### src/include/mic_pkg.sv
`default_nettype none
package mic_pkg;
	localparam int ADDR_W     = 8;
	localparam int DATA_W     = 8;
	localparam int NUM_SRC    = 15;
	localparam int SRC_IDX_W  = 4;
	localparam int VEC_W      = 16;
	localparam int NUM_OWN    = 4;
	localparam int NUM_EXT    = 8;
	localparam int CNT_W      = 3;

	// register map
	localparam logic [7:0] ENABLE_ADDR  = 8'hA8;
	localparam logic [7:0] FLAG_ADDR    = 8'h88;
	localparam logic [7:0] STATUS_ADDR  = 8'hB1;
	localparam logic [7:0] ENABLE_RESET = 8'h00;
	localparam logic [7:0] FLAG_RESET   = 8'h00;
	localparam logic [7:0] RDATA_IDLE   = 8'h00;

	// enable register fields
	localparam int EN_GLOBAL_BIT = 7;
	localparam int EN_SPI_BIT    = 6;
	localparam int EN_T2_BIT     = 5;
	localparam int EN_UART_BIT   = 4;
	localparam int EN_T1_BIT     = 3;
	localparam int EN_X1_BIT     = 2;
	localparam int EN_T0_BIT     = 1;
	localparam int EN_X0_BIT     = 0;

	// flag register fields
	localparam logic [2:0] FLAG_X0_BIT = 3'h1;
	localparam logic [2:0] FLAG_X1_BIT = 3'h3;
	localparam logic [2:0] FLAG_T0_BIT = 3'h5;
	localparam logic [2:0] FLAG_T1_BIT = 3'h7;

	// status register fields
	localparam int ST_LOW_BIT  = 0;
	localparam int ST_HIGH_BIT = 1;
	localparam int ST_CALL_BIT = 2;

	// source indices in fixed priority order
	localparam int SRC_X0   = 0;
	localparam int SRC_T0   = 1;
	localparam int SRC_X1   = 2;
	localparam int SRC_T1   = 3;
	localparam int SRC_UART = 4;
	localparam int SRC_T2   = 5;
	localparam int SRC_SPI  = 6;
	localparam int SRC_EXT0 = 7;
	localparam int SRC_RSVD = 13;

	localparam logic [VEC_W-1:0] RESET_VECTOR = 16'h0000;
	localparam logic [VEC_W-1:0] VECTOR_BASE  = 16'h0003;
	localparam logic [VEC_W-1:0] VECTOR_STEP  = 16'h0008;

	// response timing in core clock cycles
	localparam int DETECT_CYCLES = 1;
	localparam int CALL_CYCLES   = 4;
	localparam int MIN_RESPONSE  = DETECT_CYCLES + CALL_CYCLES;
	localparam logic [CNT_W-1:0] CALL_LAST = 3'(CALL_CYCLES - 1);
	localparam logic [CNT_W-1:0] CNT_ZERO  = 3'h0;
	localparam logic [CNT_W-1:0] CNT_ONE   = 3'h1;

	typedef enum logic [1:0] {
		MIC_IDLE = 2'h0,
		MIC_CALL = 2'h1
	} mic_call_state_t;

	function automatic logic [2:0] mic_flag_pos(input logic [1:0] src);
		logic [2:0] p;
		p = FLAG_X0_BIT;
		unique case (src)
			2'h0: p = FLAG_X0_BIT;
			2'h1: p = FLAG_T0_BIT;
			2'h2: p = FLAG_X1_BIT;
			2'h3: p = FLAG_T1_BIT;
		endcase
		return p;
	endfunction

	function automatic logic [SRC_IDX_W-1:0] mic_first_src(input logic [NUM_SRC-1:0] v);
		logic [SRC_IDX_W-1:0] r;
		r = 4'h0;
		for (int i = NUM_SRC - 1; i >= 0; i--) begin
			if (v[i]) begin
				r = 4'(i);
			end
		end
		return r;
	endfunction
endpackage
`default_nettype wire

### src/hdl/mic_irq_ctrl.sv
`timescale 1ns/10ps
`default_nettype none
module mic_irq_ctrl (
	input  wire logic                           core_clk,
	input  wire logic                           resetn,
	input  wire logic [mic_pkg::ADDR_W-1:0]     reg_addr,
	input  wire logic [mic_pkg::DATA_W-1:0]     reg_wdata,
	input  wire logic                           reg_wr,
	input  wire logic                           reg_rd,
	input  wire logic                           reg_bit_wr,
	input  wire logic [2:0]                     reg_bit_idx,
	input  wire logic                           reg_bit_val,
	output logic      [mic_pkg::DATA_W-1:0]     reg_rdata,
	input  wire logic                           ext_irq_pin_zero_n,
	input  wire logic                           ext_irq_pin_one_n,
	input  wire logic                           timer_zero_overflow,
	input  wire logic                           timer_one_overflow,
	input  wire logic                           uart_pending,
	input  wire logic                           timer_two_low_overflow_flag,
	input  wire logic                           timer_two_high_overflow_flag,
	input  wire logic                           spi_pending,
	input  wire logic [mic_pkg::NUM_EXT-1:0]    ext_src_pending,
	input  wire logic [mic_pkg::NUM_EXT-1:0]    ext_src_enable,
	input  wire logic [mic_pkg::NUM_SRC-1:0]    src_high_priority,
	input  wire logic                           cpu_instr_done,
	input  wire logic                           cpu_return_from_irq_instruction,
	output logic                                irq_call,
	output logic                                irq_call_done,
	output logic      [mic_pkg::VEC_W-1:0]      irq_vector
);

	logic [1:0]                        rst_sync_ff;
	logic                              rst_n;
	logic [1:0]                        pin_n;
	logic [1:0]                        pin_fall;
	logic [mic_pkg::DATA_W-1:0]        interrupt_enable_mask_ff;
	logic [mic_pkg::NUM_OWN-1:0]       flag_ff;
	logic [mic_pkg::NUM_OWN-1:0]       nxt_flag;
	logic [mic_pkg::NUM_OWN-1:0]       flag_set;
	logic [mic_pkg::NUM_SRC-1:0]       pending;
	logic [mic_pkg::NUM_SRC-1:0]       enable_vec;
	logic [mic_pkg::NUM_SRC-1:0]       req_ff;
	logic [mic_pkg::NUM_SRC-1:0]       high_req;
	logic [mic_pkg::NUM_SRC-1:0]       low_req;
	logic [1:0]                        in_service_ff;
	logic                              take;
	logic                              take_high;
	logic [mic_pkg::SRC_IDX_W-1:0]     sel_src;
	logic                              call_start;
	mic_pkg::mic_call_state_t          state_ff;
	logic [mic_pkg::CNT_W-1:0]         call_cnt_ff;
	logic [mic_pkg::VEC_W-1:0]         vector_ff;
	logic [mic_pkg::DATA_W-1:0]        rdata_ff;
	logic [mic_pkg::DATA_W-1:0]        flag_view;
	logic [mic_pkg::DATA_W-1:0]        status_view;
	logic                              en_wr;
	logic                              en_bit_wr;
	logic                              flag_wr;
	logic                              flag_bit_wr;

	// reset release through two flops
	always_ff @(posedge core_clk or negedge resetn) begin
		if (!resetn) begin
			rst_sync_ff <= 2'h0;
		end else begin
			rst_sync_ff <= {rst_sync_ff[0], 1'b1};
		end
	end
	assign rst_n = rst_sync_ff[1];

	// external pins: two-flop sync per pin, then falling edge
	assign pin_n = {ext_irq_pin_one_n, ext_irq_pin_zero_n};

	for (genvar g = 0; g < $bits(pin_n); g++) begin : g_pin
		logic meta_ff;
		logic sync_ff;
		logic prev_ff;

		// flops leave reset at the idle high level, so no false edge
		always_ff @(posedge core_clk or negedge rst_n) begin
			if (!rst_n) begin
				meta_ff <= 1'b1;
				sync_ff <= 1'b1;
				prev_ff <= 1'b1;
			end else begin
				meta_ff <= pin_n[g];
				sync_ff <= meta_ff;
				prev_ff <= sync_ff;
			end
		end
		assign pin_fall[g] = prev_ff & ~sync_ff;
	end

	// register decode
	assign en_wr       = reg_wr && (reg_addr == mic_pkg::ENABLE_ADDR);
	assign en_bit_wr   = reg_bit_wr && (reg_addr == mic_pkg::ENABLE_ADDR);
	assign flag_wr     = reg_wr && (reg_addr == mic_pkg::FLAG_ADDR);
	assign flag_bit_wr = reg_bit_wr && (reg_addr == mic_pkg::FLAG_ADDR);

	always_ff @(posedge core_clk or negedge rst_n) begin
		if (!rst_n) begin
			interrupt_enable_mask_ff <= mic_pkg::ENABLE_RESET;
		end else if (en_wr) begin
			interrupt_enable_mask_ff <= reg_wdata;
		end else if (en_bit_wr) begin
			interrupt_enable_mask_ff[reg_bit_idx] <= reg_bit_val;
		end
	end

	// hardware-cleared pending flags of sources 0..3
	assign flag_set[mic_pkg::SRC_X0] = pin_fall[0];
	assign flag_set[mic_pkg::SRC_T0] = timer_zero_overflow;
	assign flag_set[mic_pkg::SRC_X1] = pin_fall[1];
	assign flag_set[mic_pkg::SRC_T1] = timer_one_overflow;

	always_comb begin
		nxt_flag = flag_ff;
		for (int i = 0; i < mic_pkg::NUM_OWN; i++) begin
			if (flag_wr) begin
				nxt_flag[i] = reg_wdata[mic_pkg::mic_flag_pos(2'(i))];
			end else if (flag_bit_wr && reg_bit_idx == mic_pkg::mic_flag_pos(2'(i))) begin
				nxt_flag[i] = reg_bit_val;
			end
			if (call_start && sel_src == 4'(i)) begin
				nxt_flag[i] = 1'b0;
			end
			// set last, so an event in the clearing cycle is kept
			if (flag_set[i]) begin
				nxt_flag[i] = 1'b1;
			end
		end
	end

	always_ff @(posedge core_clk or negedge rst_n) begin
		if (!rst_n) begin
			flag_ff <= mic_pkg::FLAG_RESET[mic_pkg::NUM_OWN-1:0];
		end else begin
			flag_ff <= nxt_flag;
		end
	end

	// pending and enable vectors in fixed priority order
	always_comb begin
		pending = '0;
		pending[mic_pkg::NUM_OWN-1:0] = flag_ff;
		pending[mic_pkg::SRC_UART] = uart_pending;
		pending[mic_pkg::SRC_T2] = timer_two_low_overflow_flag | timer_two_high_overflow_flag;
		pending[mic_pkg::SRC_SPI] = spi_pending;
		pending[mic_pkg::NUM_SRC-1:mic_pkg::SRC_EXT0] = ext_src_pending;
		pending[mic_pkg::SRC_RSVD] = 1'b0;
	end

	always_comb begin
		enable_vec = '0;
		enable_vec[mic_pkg::SRC_X0] = interrupt_enable_mask_ff[mic_pkg::EN_X0_BIT];
		enable_vec[mic_pkg::SRC_T0] = interrupt_enable_mask_ff[mic_pkg::EN_T0_BIT];
		enable_vec[mic_pkg::SRC_X1] = interrupt_enable_mask_ff[mic_pkg::EN_X1_BIT];
		enable_vec[mic_pkg::SRC_T1] = interrupt_enable_mask_ff[mic_pkg::EN_T1_BIT];
		enable_vec[mic_pkg::SRC_UART] = interrupt_enable_mask_ff[mic_pkg::EN_UART_BIT];
		enable_vec[mic_pkg::SRC_T2] = interrupt_enable_mask_ff[mic_pkg::EN_T2_BIT];
		enable_vec[mic_pkg::SRC_SPI] = interrupt_enable_mask_ff[mic_pkg::EN_SPI_BIT];
		enable_vec[mic_pkg::NUM_SRC-1:mic_pkg::SRC_EXT0] = ext_src_enable;
		enable_vec[mic_pkg::SRC_RSVD] = 1'b0;
	end

	// detect cycle: registered request, sampled every clock
	always_ff @(posedge core_clk or negedge rst_n) begin
		if (!rst_n) begin
			req_ff <= '0;
		end else if (interrupt_enable_mask_ff[mic_pkg::EN_GLOBAL_BIT]) begin
			req_ff <= pending & enable_vec;
		end else begin
			req_ff <= '0;
		end
	end

	// two-level arbitration, fixed order inside a level
	assign high_req = req_ff & src_high_priority;
	assign low_req  = req_ff & ~src_high_priority;

	always_comb begin
		take = 1'b0;
		take_high = 1'b0;
		sel_src = '0;
		if ((|high_req) && !in_service_ff[mic_pkg::ST_HIGH_BIT]) begin
			take = 1'b1;
			take_high = 1'b1;
			sel_src = mic_pkg::mic_first_src(high_req);
		end else if ((|low_req) && (in_service_ff == 2'h0)) begin
			take = 1'b1;
			sel_src = mic_pkg::mic_first_src(low_req);
		end
	end

	// calls only at a boundary that is not the end of a return
	assign call_start = take && cpu_instr_done && !cpu_return_from_irq_instruction && (state_ff == mic_pkg::MIC_IDLE);

	always_ff @(posedge core_clk or negedge rst_n) begin
		if (!rst_n) begin
			state_ff <= mic_pkg::MIC_IDLE;
			call_cnt_ff <= mic_pkg::CNT_ZERO;
		end else begin
			unique case (state_ff)
				mic_pkg::MIC_IDLE: begin
					if (call_start) begin
						state_ff <= mic_pkg::MIC_CALL;
						call_cnt_ff <= mic_pkg::CNT_ZERO;
					end
				end
				mic_pkg::MIC_CALL: begin
					if (call_cnt_ff == mic_pkg::CALL_LAST) begin
						state_ff <= mic_pkg::MIC_IDLE;
						call_cnt_ff <= mic_pkg::CNT_ZERO;
					end else begin
						call_cnt_ff <= call_cnt_ff + mic_pkg::CNT_ONE;
					end
				end
				default: begin
					state_ff <= mic_pkg::MIC_IDLE;
					call_cnt_ff <= mic_pkg::CNT_ZERO;
				end
			endcase
		end
	end

	assign irq_call      = (state_ff == mic_pkg::MIC_CALL);
	assign irq_call_done = irq_call && (call_cnt_ff == mic_pkg::CALL_LAST);

	always_ff @(posedge core_clk or negedge rst_n) begin
		if (!rst_n) begin
			vector_ff <= mic_pkg::RESET_VECTOR;
		end else if (call_start) begin
			vector_ff <= mic_pkg::VECTOR_BASE + mic_pkg::VECTOR_STEP * 16'(sel_src);
		end
	end
	assign irq_vector = vector_ff;

	// in-service levels; a return retires the highest active level
	always_ff @(posedge core_clk or negedge rst_n) begin
		if (!rst_n) begin
			in_service_ff <= 2'h0;
		end else if (call_start) begin
			if (take_high) begin
				in_service_ff[mic_pkg::ST_HIGH_BIT] <= 1'b1;
			end else begin
				in_service_ff[mic_pkg::ST_LOW_BIT] <= 1'b1;
			end
		end else if (cpu_instr_done && cpu_return_from_irq_instruction) begin
			if (in_service_ff[mic_pkg::ST_HIGH_BIT]) begin
				in_service_ff[mic_pkg::ST_HIGH_BIT] <= 1'b0;
			end else begin
				in_service_ff[mic_pkg::ST_LOW_BIT] <= 1'b0;
			end
		end
	end

	// read side
	always_comb begin
		flag_view = '0;
		for (int i = 0; i < mic_pkg::NUM_OWN; i++) begin
			flag_view[mic_pkg::mic_flag_pos(2'(i))] = flag_ff[i];
		end
	end

	always_comb begin
		status_view = '0;
		status_view[mic_pkg::ST_LOW_BIT] = in_service_ff[mic_pkg::ST_LOW_BIT];
		status_view[mic_pkg::ST_HIGH_BIT] = in_service_ff[mic_pkg::ST_HIGH_BIT];
		status_view[mic_pkg::ST_CALL_BIT] = irq_call;
	end

	always_ff @(posedge core_clk or negedge rst_n) begin
		if (!rst_n) begin
			rdata_ff <= mic_pkg::RDATA_IDLE;
		end else if (reg_rd) begin
			unique case (reg_addr)
				mic_pkg::ENABLE_ADDR: rdata_ff <= interrupt_enable_mask_ff;
				mic_pkg::FLAG_ADDR:   rdata_ff <= flag_view;
				mic_pkg::STATUS_ADDR: rdata_ff <= status_view;
				default:              rdata_ff <= mic_pkg::RDATA_IDLE;
			endcase
		end else begin
			rdata_ff <= mic_pkg::RDATA_IDLE;
		end
	end
	assign reg_rdata = rdata_ff;

endmodule // mic_irq_ctrl
`default_nettype wire

### config.mk
export PLATFORM = sky130hd
export DESIGN_NAME = mic_irq_ctrl
export DESIGN_NICKNAME = d
export VERILOG_FILES = /design/src/include/mic_pkg.sv /design/src/hdl/mic_irq_ctrl.sv
export SDC_FILE = /design/constraint.sdc
export NUM_CORES = 1
export LEC_CHECK = 0
export BUFFER_PORTS_ARGS = -buffer_cell sky130_fd_sc_hd__buf_2
export CAP_MARGIN = 20
export CORE_ASPECT_RATIO = 0.9
export CORE_MARGIN = 10
export CORE_UTILIZATION = 25
export CTS_CLUSTER_SIZE = 12
export DETAILED_ROUTE_END_ITERATION = 10
export REMOVE_ABC_BUFFERS = 1
export SLEW_MARGIN = 5
export SYNTH_ARGS = -nofsm -noshare
export SYNTH_HDL_FRONTEND = slang
export SYNTH_SLANG_ARGS = --single-unit
### constraint.sdc
create_clock -name core_clk -period 3.8 [get_ports core_clk]
set_input_delay 0.76 -clock core_clk [delete_from_list [all_inputs] [get_ports core_clk]]
set_output_delay 0.76 -clock core_clk [all_outputs]
set_load 0.02 [all_outputs]
======== Yosys cells after proc, flatten, opt, wreduce, memory -nomap -nowiden ========
Cells that the tools add are included.
word-level totals
  register bits ........................... 66
  input bits .............................. 66
  output and inout port bits .............. 26
  logic and storage cells ................. 175
operators by class
  add/sub/neg operators ................... 2
  order comparisons ....................... 6
  equality and inequality tests ........... 17
  muxes and demuxes ....................... 86
  bitwise operators ....................... 9
  reduce and logical (&&, ||, !) cells .... 36
operator list
  cell                   count
  $mux W4                32
  $and A15 B15 Y15       3
  $mux W3                10
  $reduce_or A15 Y1      2
  $mux W1                27
  $eq A8 B8 Y1 const B   3
  $mux W8                3
  $pmux W8 S3            1
  $logic_and A1 B1 Y1    20
  $lt A3 B4 Y1 const B   5
  $reduce_bool A4 Y1     4
  $mux W15               1
  $not A15 Y15           1
  $bmux W1 S3            4
  $eq A3 B3 Y1           4
  $add A2 B7 Y8 const A  1
  $bwmux W8              1
  $eq A4 B2 Y1 const B   2
  $mux W2                4
  $ne A2 B2 Y1 const B   3
  $pmux W3 S2            1
  $eq A4 B1 Y1 const B   1
  $logic_not A2 Y1       2
  $logic_not A4 Y1       1
  other kinds (14)       20

======== Longest topological paths before layout ========
  depth in word-level cells ............... 23
  gate-level depth with buffers ........... 8
  gate-level depth less buffers ........... 7

======== Least setup slack after synthesis ========
No wires, ideal clock.
  kind .................................... in2reg
  from .................................... input port src_high_priority[4] (netlist bit)
  to ...................................... register flag_ff[1] (netlist bit)
  arrival ................................. 2573 ps
  path slack .............................. 1108 ps
  cell stages on the path ................. 6
  buffers on the path ..................... 0
  cells stage by stage .................... a22oi_1 nand4_1 or4_4 o31ai_4 or3b_1 a21o_1
on the way
  word-level cells in the longest chain between the ends .. 13
  elaborated cells between the ends (all ways) .. 29
RTL lines
  what                   RTL line             RTL
  start, declared        mic_irq_ctrl.sv:24   input wire logic [mic_pkg::NUM_SRC-1:0] src_high_priority,
  $not A15 Y15           mic_irq_ctrl.sv:179  assign low_req = req_ff & ~src_high_priority;
  $and A15 B15 Y15       mic_irq_ctrl.sv:179
  $mux W4 (5 in a row)   mic_pkg.sv:85        if (v[i]) begin
  $mux W4                mic_irq_ctrl.sv:189  end else if ((|low_req) && (in_service_ff == 2'h0)) begin
  $mux W4                mic_irq_ctrl.sv:185  if ((|high_req) && !in_service_ff[mic_pkg::ST_HIGH_BIT]) begin
  $eq A4 B1 Y1           mic_irq_ctrl.sv:124  if (call_start && sel_src == 4'(i)) begin
  $logic_and A1 B1 Y1 *  mic_irq_ctrl.sv:124
  $mux W1                mic_irq_ctrl.sv:124
  $mux W1                mic_irq_ctrl.sv:128  if (flag_set[i]) begin
  end signal, assigned   mic_irq_ctrl.sv:136  flag_ff <= mic_pkg::FLAG_RESET[mic_pkg::NUM_OWN-1:0];
  end signal, assigned   mic_irq_ctrl.sv:138  flag_ff <= nxt_flag;
  end, declared          mic_irq_ctrl.sv:37   logic [mic_pkg::NUM_OWN-1:0] flag_ff;
Mark *: on every way between the ends. The rest lies on a longest branch, timed or not.
A chain may end at the register's enable or synchronous reset.

======== Worst setup path after layout ========
  from .................................... input port src_high_priority[4] (netlist bit)
  to ...................................... register flag_ff[2] (netlist bit)
on the way
  word-level cells in the longest chain between the ends .. 13
  elaborated cells between the ends (all ways) .. 29
RTL lines
  what                   RTL line
  $not A15 Y15           mic_irq_ctrl.sv:179
  $and A15 B15 Y15       mic_irq_ctrl.sv:179
  $mux W4 (5 in a row)   mic_pkg.sv:85
  $mux W4                mic_irq_ctrl.sv:189
  $mux W4                mic_irq_ctrl.sv:185
  $eq A4 B2 Y1           mic_irq_ctrl.sv:124
  $logic_and A1 B1 Y1 *  mic_irq_ctrl.sv:124
  $mux W1                mic_irq_ctrl.sv:124
  $mux W1                mic_irq_ctrl.sv:128
Marks and branches as above.

==> impl_metrics.json <==
{
  "synthSimpleGateAreaFrac_pct": 24.4,
  "synth_area_mm2": 0.00281,
  "drtIter0Drc": 186,
  "endpoint_kind": "register",
  "numCtsBuffers": 5,
  "syn2layout_area_growth_pct": 24.3,
  "grt_pass1_wl_um": 13300,
  "crit_end": "flag_ff[2]$_DFFE_PN0P_",
  "fin_crit_sh_pct": 76.5,
  "synthMuxAreaShare_pct": 6.64,
  "rsz0062_at_grt": "no",
  "outcome": "completed",
  "clk_pin_slew_worst_paths_ns": 0.07,
  "cap_violations": 0,
  "path_delay_family": "simple AND/OR/NAND/NOR gates",
  "die-area_mm2": 0.0159,
  "worstPathArrival_ns": 3.08,
  "p_comb_share_pct": 18.1,
  "syn_area_per_cell_um2": 9.82,
  "antenna_cells": 0,
  "cts-root-buf": "clkbuf_16",
  "initial_core_util_pct": 25.8,
  "p_total_mw": 1.39,
  "fmax_ghz": 0.344,
  "insertion_delay_ns": 0.29,
  "synth_area_leader_cell": "dfrtp_1",
  "power.density_mw_per_mm2": 398,
  "crit_required_ns": 3.98,
  "htreeDepth": 2,
  "r2r-end": "flag_ff[2]$_DFFE_PN0P_",
  "die_w_um": 132,
  "pwr-share-seq_pct": 47.8,
  "crit_buf_inv": 1,
  "cts-resized-gates": 0,
  "yosys.cell_types.count": 54,
  "dpl.hpwl_um": 6650,
  "setup.worst_path.start": "src_high_priority[4]",
  "critPathKind": "primary input to register",
  "synthAdderAreaFrac_pct": 0.446,
  "synth-main-ff-cell": "dfrtp_1",
  "cp_cell_sequence": "buf_2, a22oi_1, nand4_1, or4_4, o31ai_1, nor3b_1, o22ai_1",
  "synthArstFlopShare_pct": 100,
  "cp.depth": 7,
  "synth_xor_area_share_pct": 0,
  "drive_above_1_share_pct": 28.6,
  "clock_skew_ns": 0.00473,
  "yosysSeqAreaShare_pct": 47.5,
  "yosysMostFrequentCell": "dfrtp_1",
  "clockPowerShare_pct": 34.2,
  "drc": 0,
  "ff2ff_setup_slack_ns": 1.07,
  "critPathMaxFanout": 5,
  "grt_remaining_overflow": 0,
  "yosys_warnings": 0,
  "cts_tree": "built",
  "synth_top_family_by_area": "simple AND/OR/NAND/NOR gates",
  "synth_cells": 286,
  "io_pins": 92,
  "hold_violations": 0,
  "cts_setup_buffers": 0,
  "relSlewSlack_pct": 55.0,
  "multiInputGateArea_mm2": 0.00138,
  "wl_um": 8190,
  "ir_worst_vdd_uv": 155,
  "netlist_top_cells_area": "dfrtp_1, dfstp_2, mux2i_1, nand2b_1, and3_1",
  "antenna_found_initial": 0,
  "nFillCells": 1171,
  "seq_area_mm2": 0.00134,
  "r2r_cells": 6,
  "setup-tns-final_ns": 0,
  "ant_nets": 0,
  "fp.dieH_um": 121,
  "wire_per_inst_um": 15.8,
  "port_buffers": 78,
  "critPathMaxStageDelay_ns": 0.64,
  "crit_path_start_kind": "primary input",
  "hold_path_class": "register to async pin",
  "swShare_pct": 29.0,
  "tightest_slew_ns": 0.670,
  "synth_edf_count": 0,
  "leakage_nw": 1.70,
  "nets": 433,
  "clock_path_buffers": 2,
  "worst_slack_ns": 0.893,
  "postCtsHoldBufs": 0,
  "grt_start_max_net_pins": 37,
  "clock-sinks": 53,
  "vias_per_cell": 4.57,
  "synth_top_area_share_pct": 41.9,
  "setup_viol": 0,
  "place_ws_ns": 0.589,
  "min_period_ns": 2.91,
  "switchingPower_mw": 0.403,
  "firstDrtPassIters": 4,
  "ys_ff_latch": 53,
  "synth.cells.most_frequent": "dfrtp_1, nand2_1, nor2_1",
  "core_mm2": 0.0109,
  "vias": 2370,
  "synth_compound_area_share_pct": 16.3,
  "place_congestion": 0.856,
  "cpMaxStageDelayCell": "or4_4",
  "rows": 36,
  "final_max_slew_viol_count": 0,
  "grt_pass1_vias": 2531,
  "reg2reg_from": "req_ff[4]$_DFF_PN0_",
  "internal_power_mw": 0.987,
  "grt_util_all_layers_pct": 10.3
}
[worst min path at each step]
stage                                                    endpoint  cells past startpoint                      from  slack, ns
after CTS                 interrupt_enable_mask_ff[0]$_DFFE_PN0P_                      0  rst_sync_ff[1]$_DFF_PN0_       0.20
after global routing                     rst_sync_ff[1]$_DFF_PN0_                      1                    resetn       0.22
after detailed placement  interrupt_enable_mask_ff[0]$_DFFE_PN0P_                      0  rst_sync_ff[1]$_DFF_PN0_       0.19
after floorplan                          rst_sync_ff[1]$_DFF_PN0_                      0  rst_sync_ff[0]$_DFF_PN0_       0.33
final                     interrupt_enable_mask_ff[0]$_DFFE_PN0P_                      0  rst_sync_ff[1]$_DFF_PN0_       0.18
after global placement    interrupt_enable_mask_ff[0]$_DFFE_PN0P_                      0  rst_sync_ff[1]$_DFF_PN0_       0.18
[layout by cell type, fill, tap and decap left out, types with 2 or more instances in the layout]
| cell type | instances |
|---|---|
| a22o_1 | 2 |
| conb_1 | 11 |
| dfstp_2 | 6 |
| nand3_1 | 7 |
| nand4_1 | 3 |
| nor2_1 | 25 |
| buf_2 | 78 |
| nand2_1 | 25 |
| a31oi_1 | 3 |
| clkbuf_16 | 5 |
| nor2b_1 | 7 |
| nor3_1 | 5 |
| or2_1 | 3 |
| nand2b_1 | 18 |
| o2111ai_1 | 2 |
| o22ai_1 | 2 |
| mux2i_1 | 13 |
| o21ai_1 | 2 |
| o21ai_0 | 9 |
| mux2_2 | 5 |
| a31o_1 | 2 |
| o211ai_1 | 3 |
| o21a_1 | 2 |
| a22oi_1 | 10 |
| dfrtp_1 | 46 |
| buf_4 | 2 |
| a21o_1 | 3 |
| a21oi_1 | 15 |
| a32o_1 | 2 |
| and3_1 | 16 |
| nand3b_1 | 3 |
| inv_1 | 6 |
[metal layers]
metal	track usage, %	part of all wire [%]	vias up	routed length [µm]
met5	0	0	-	0
met4	1.46	0.42	0	34
met3	3.77	7.3	7	598
met2	16.9	46	86	3770
met1	13.1	46	1104	3790
li1	-	-	1173	-
[worst register-to-register path, stage by stage (launching register included)]
cell     delay (ns)
dfrtp_1        0.39
a22oi_1        0.37
nand4_1        0.24
or4_4          0.64
o31ai_1        0.61
nor3b_1        0.27
o22ai_1        0.09
[power groups by stage]
stage	Clock, mW	Sequential, mW	Combinational (mW)
floorplan	0	0.687	0.126
global placement	0	0.674	0.248
detailed placement	0	0.676	0.253
CTS	0.492	0.665	0.254
global route	0.515	0.675	0.280
finish	0.475	0.664	0.251
[state kept, by name, summed over array words and instances (netlist names)]
register / count
g_pin.sync_ff: 2
g_pin.prev_ff: 2
rst_sync_ff: 2
req_ff: 14
in_service_ff: 2
g_pin.meta_ff: 2
interrupt_enable_mask_ff: 8
call_cnt_ff: 3
flag_ff: 4
state_ff: 1
irq_vector: 5
reg_rdata: 8
[through the flow]
step | std cells | util, % | instance area, µm² | hold WS, ns
after global placement | 511 | 30.6 | 3340 | 0.184
after detailed placement | 511 | 30.6 | 3340 | 0.194
final | 519 | 32.0 | 3490 | 0.179
after CTS | 519 | 32.0 | 3490 | 0.200
after floorplan | 279 | - | 2740 | 0.331
after global routing | 519 | 32.0 | 3490 | 0.222
[logic make-up (layout without fill, tap and decap cells)]
family                     count (synthesis)  in the layout
AOI/OAI and AO/OA                         66             66
buffers and inverters                     22             94
DFF                                       53             53
and+or+nand+nor                          124            124
adders and majority gates                  1              1
other                                      2             11
muxes                                     18             18
[cell type report]
cell class | instances | area share (%)
multi-input combinational | 220 | 39.6
sequential | 53 | 38.2
timing repair buffer | 80 | 11.6
tap | 152 | 5.45
clock buffer | 6 | 3.98
inverter | 6 | 0.645
clock inverter | 2 | 0.466
Power figures use the tool's default switching activity.
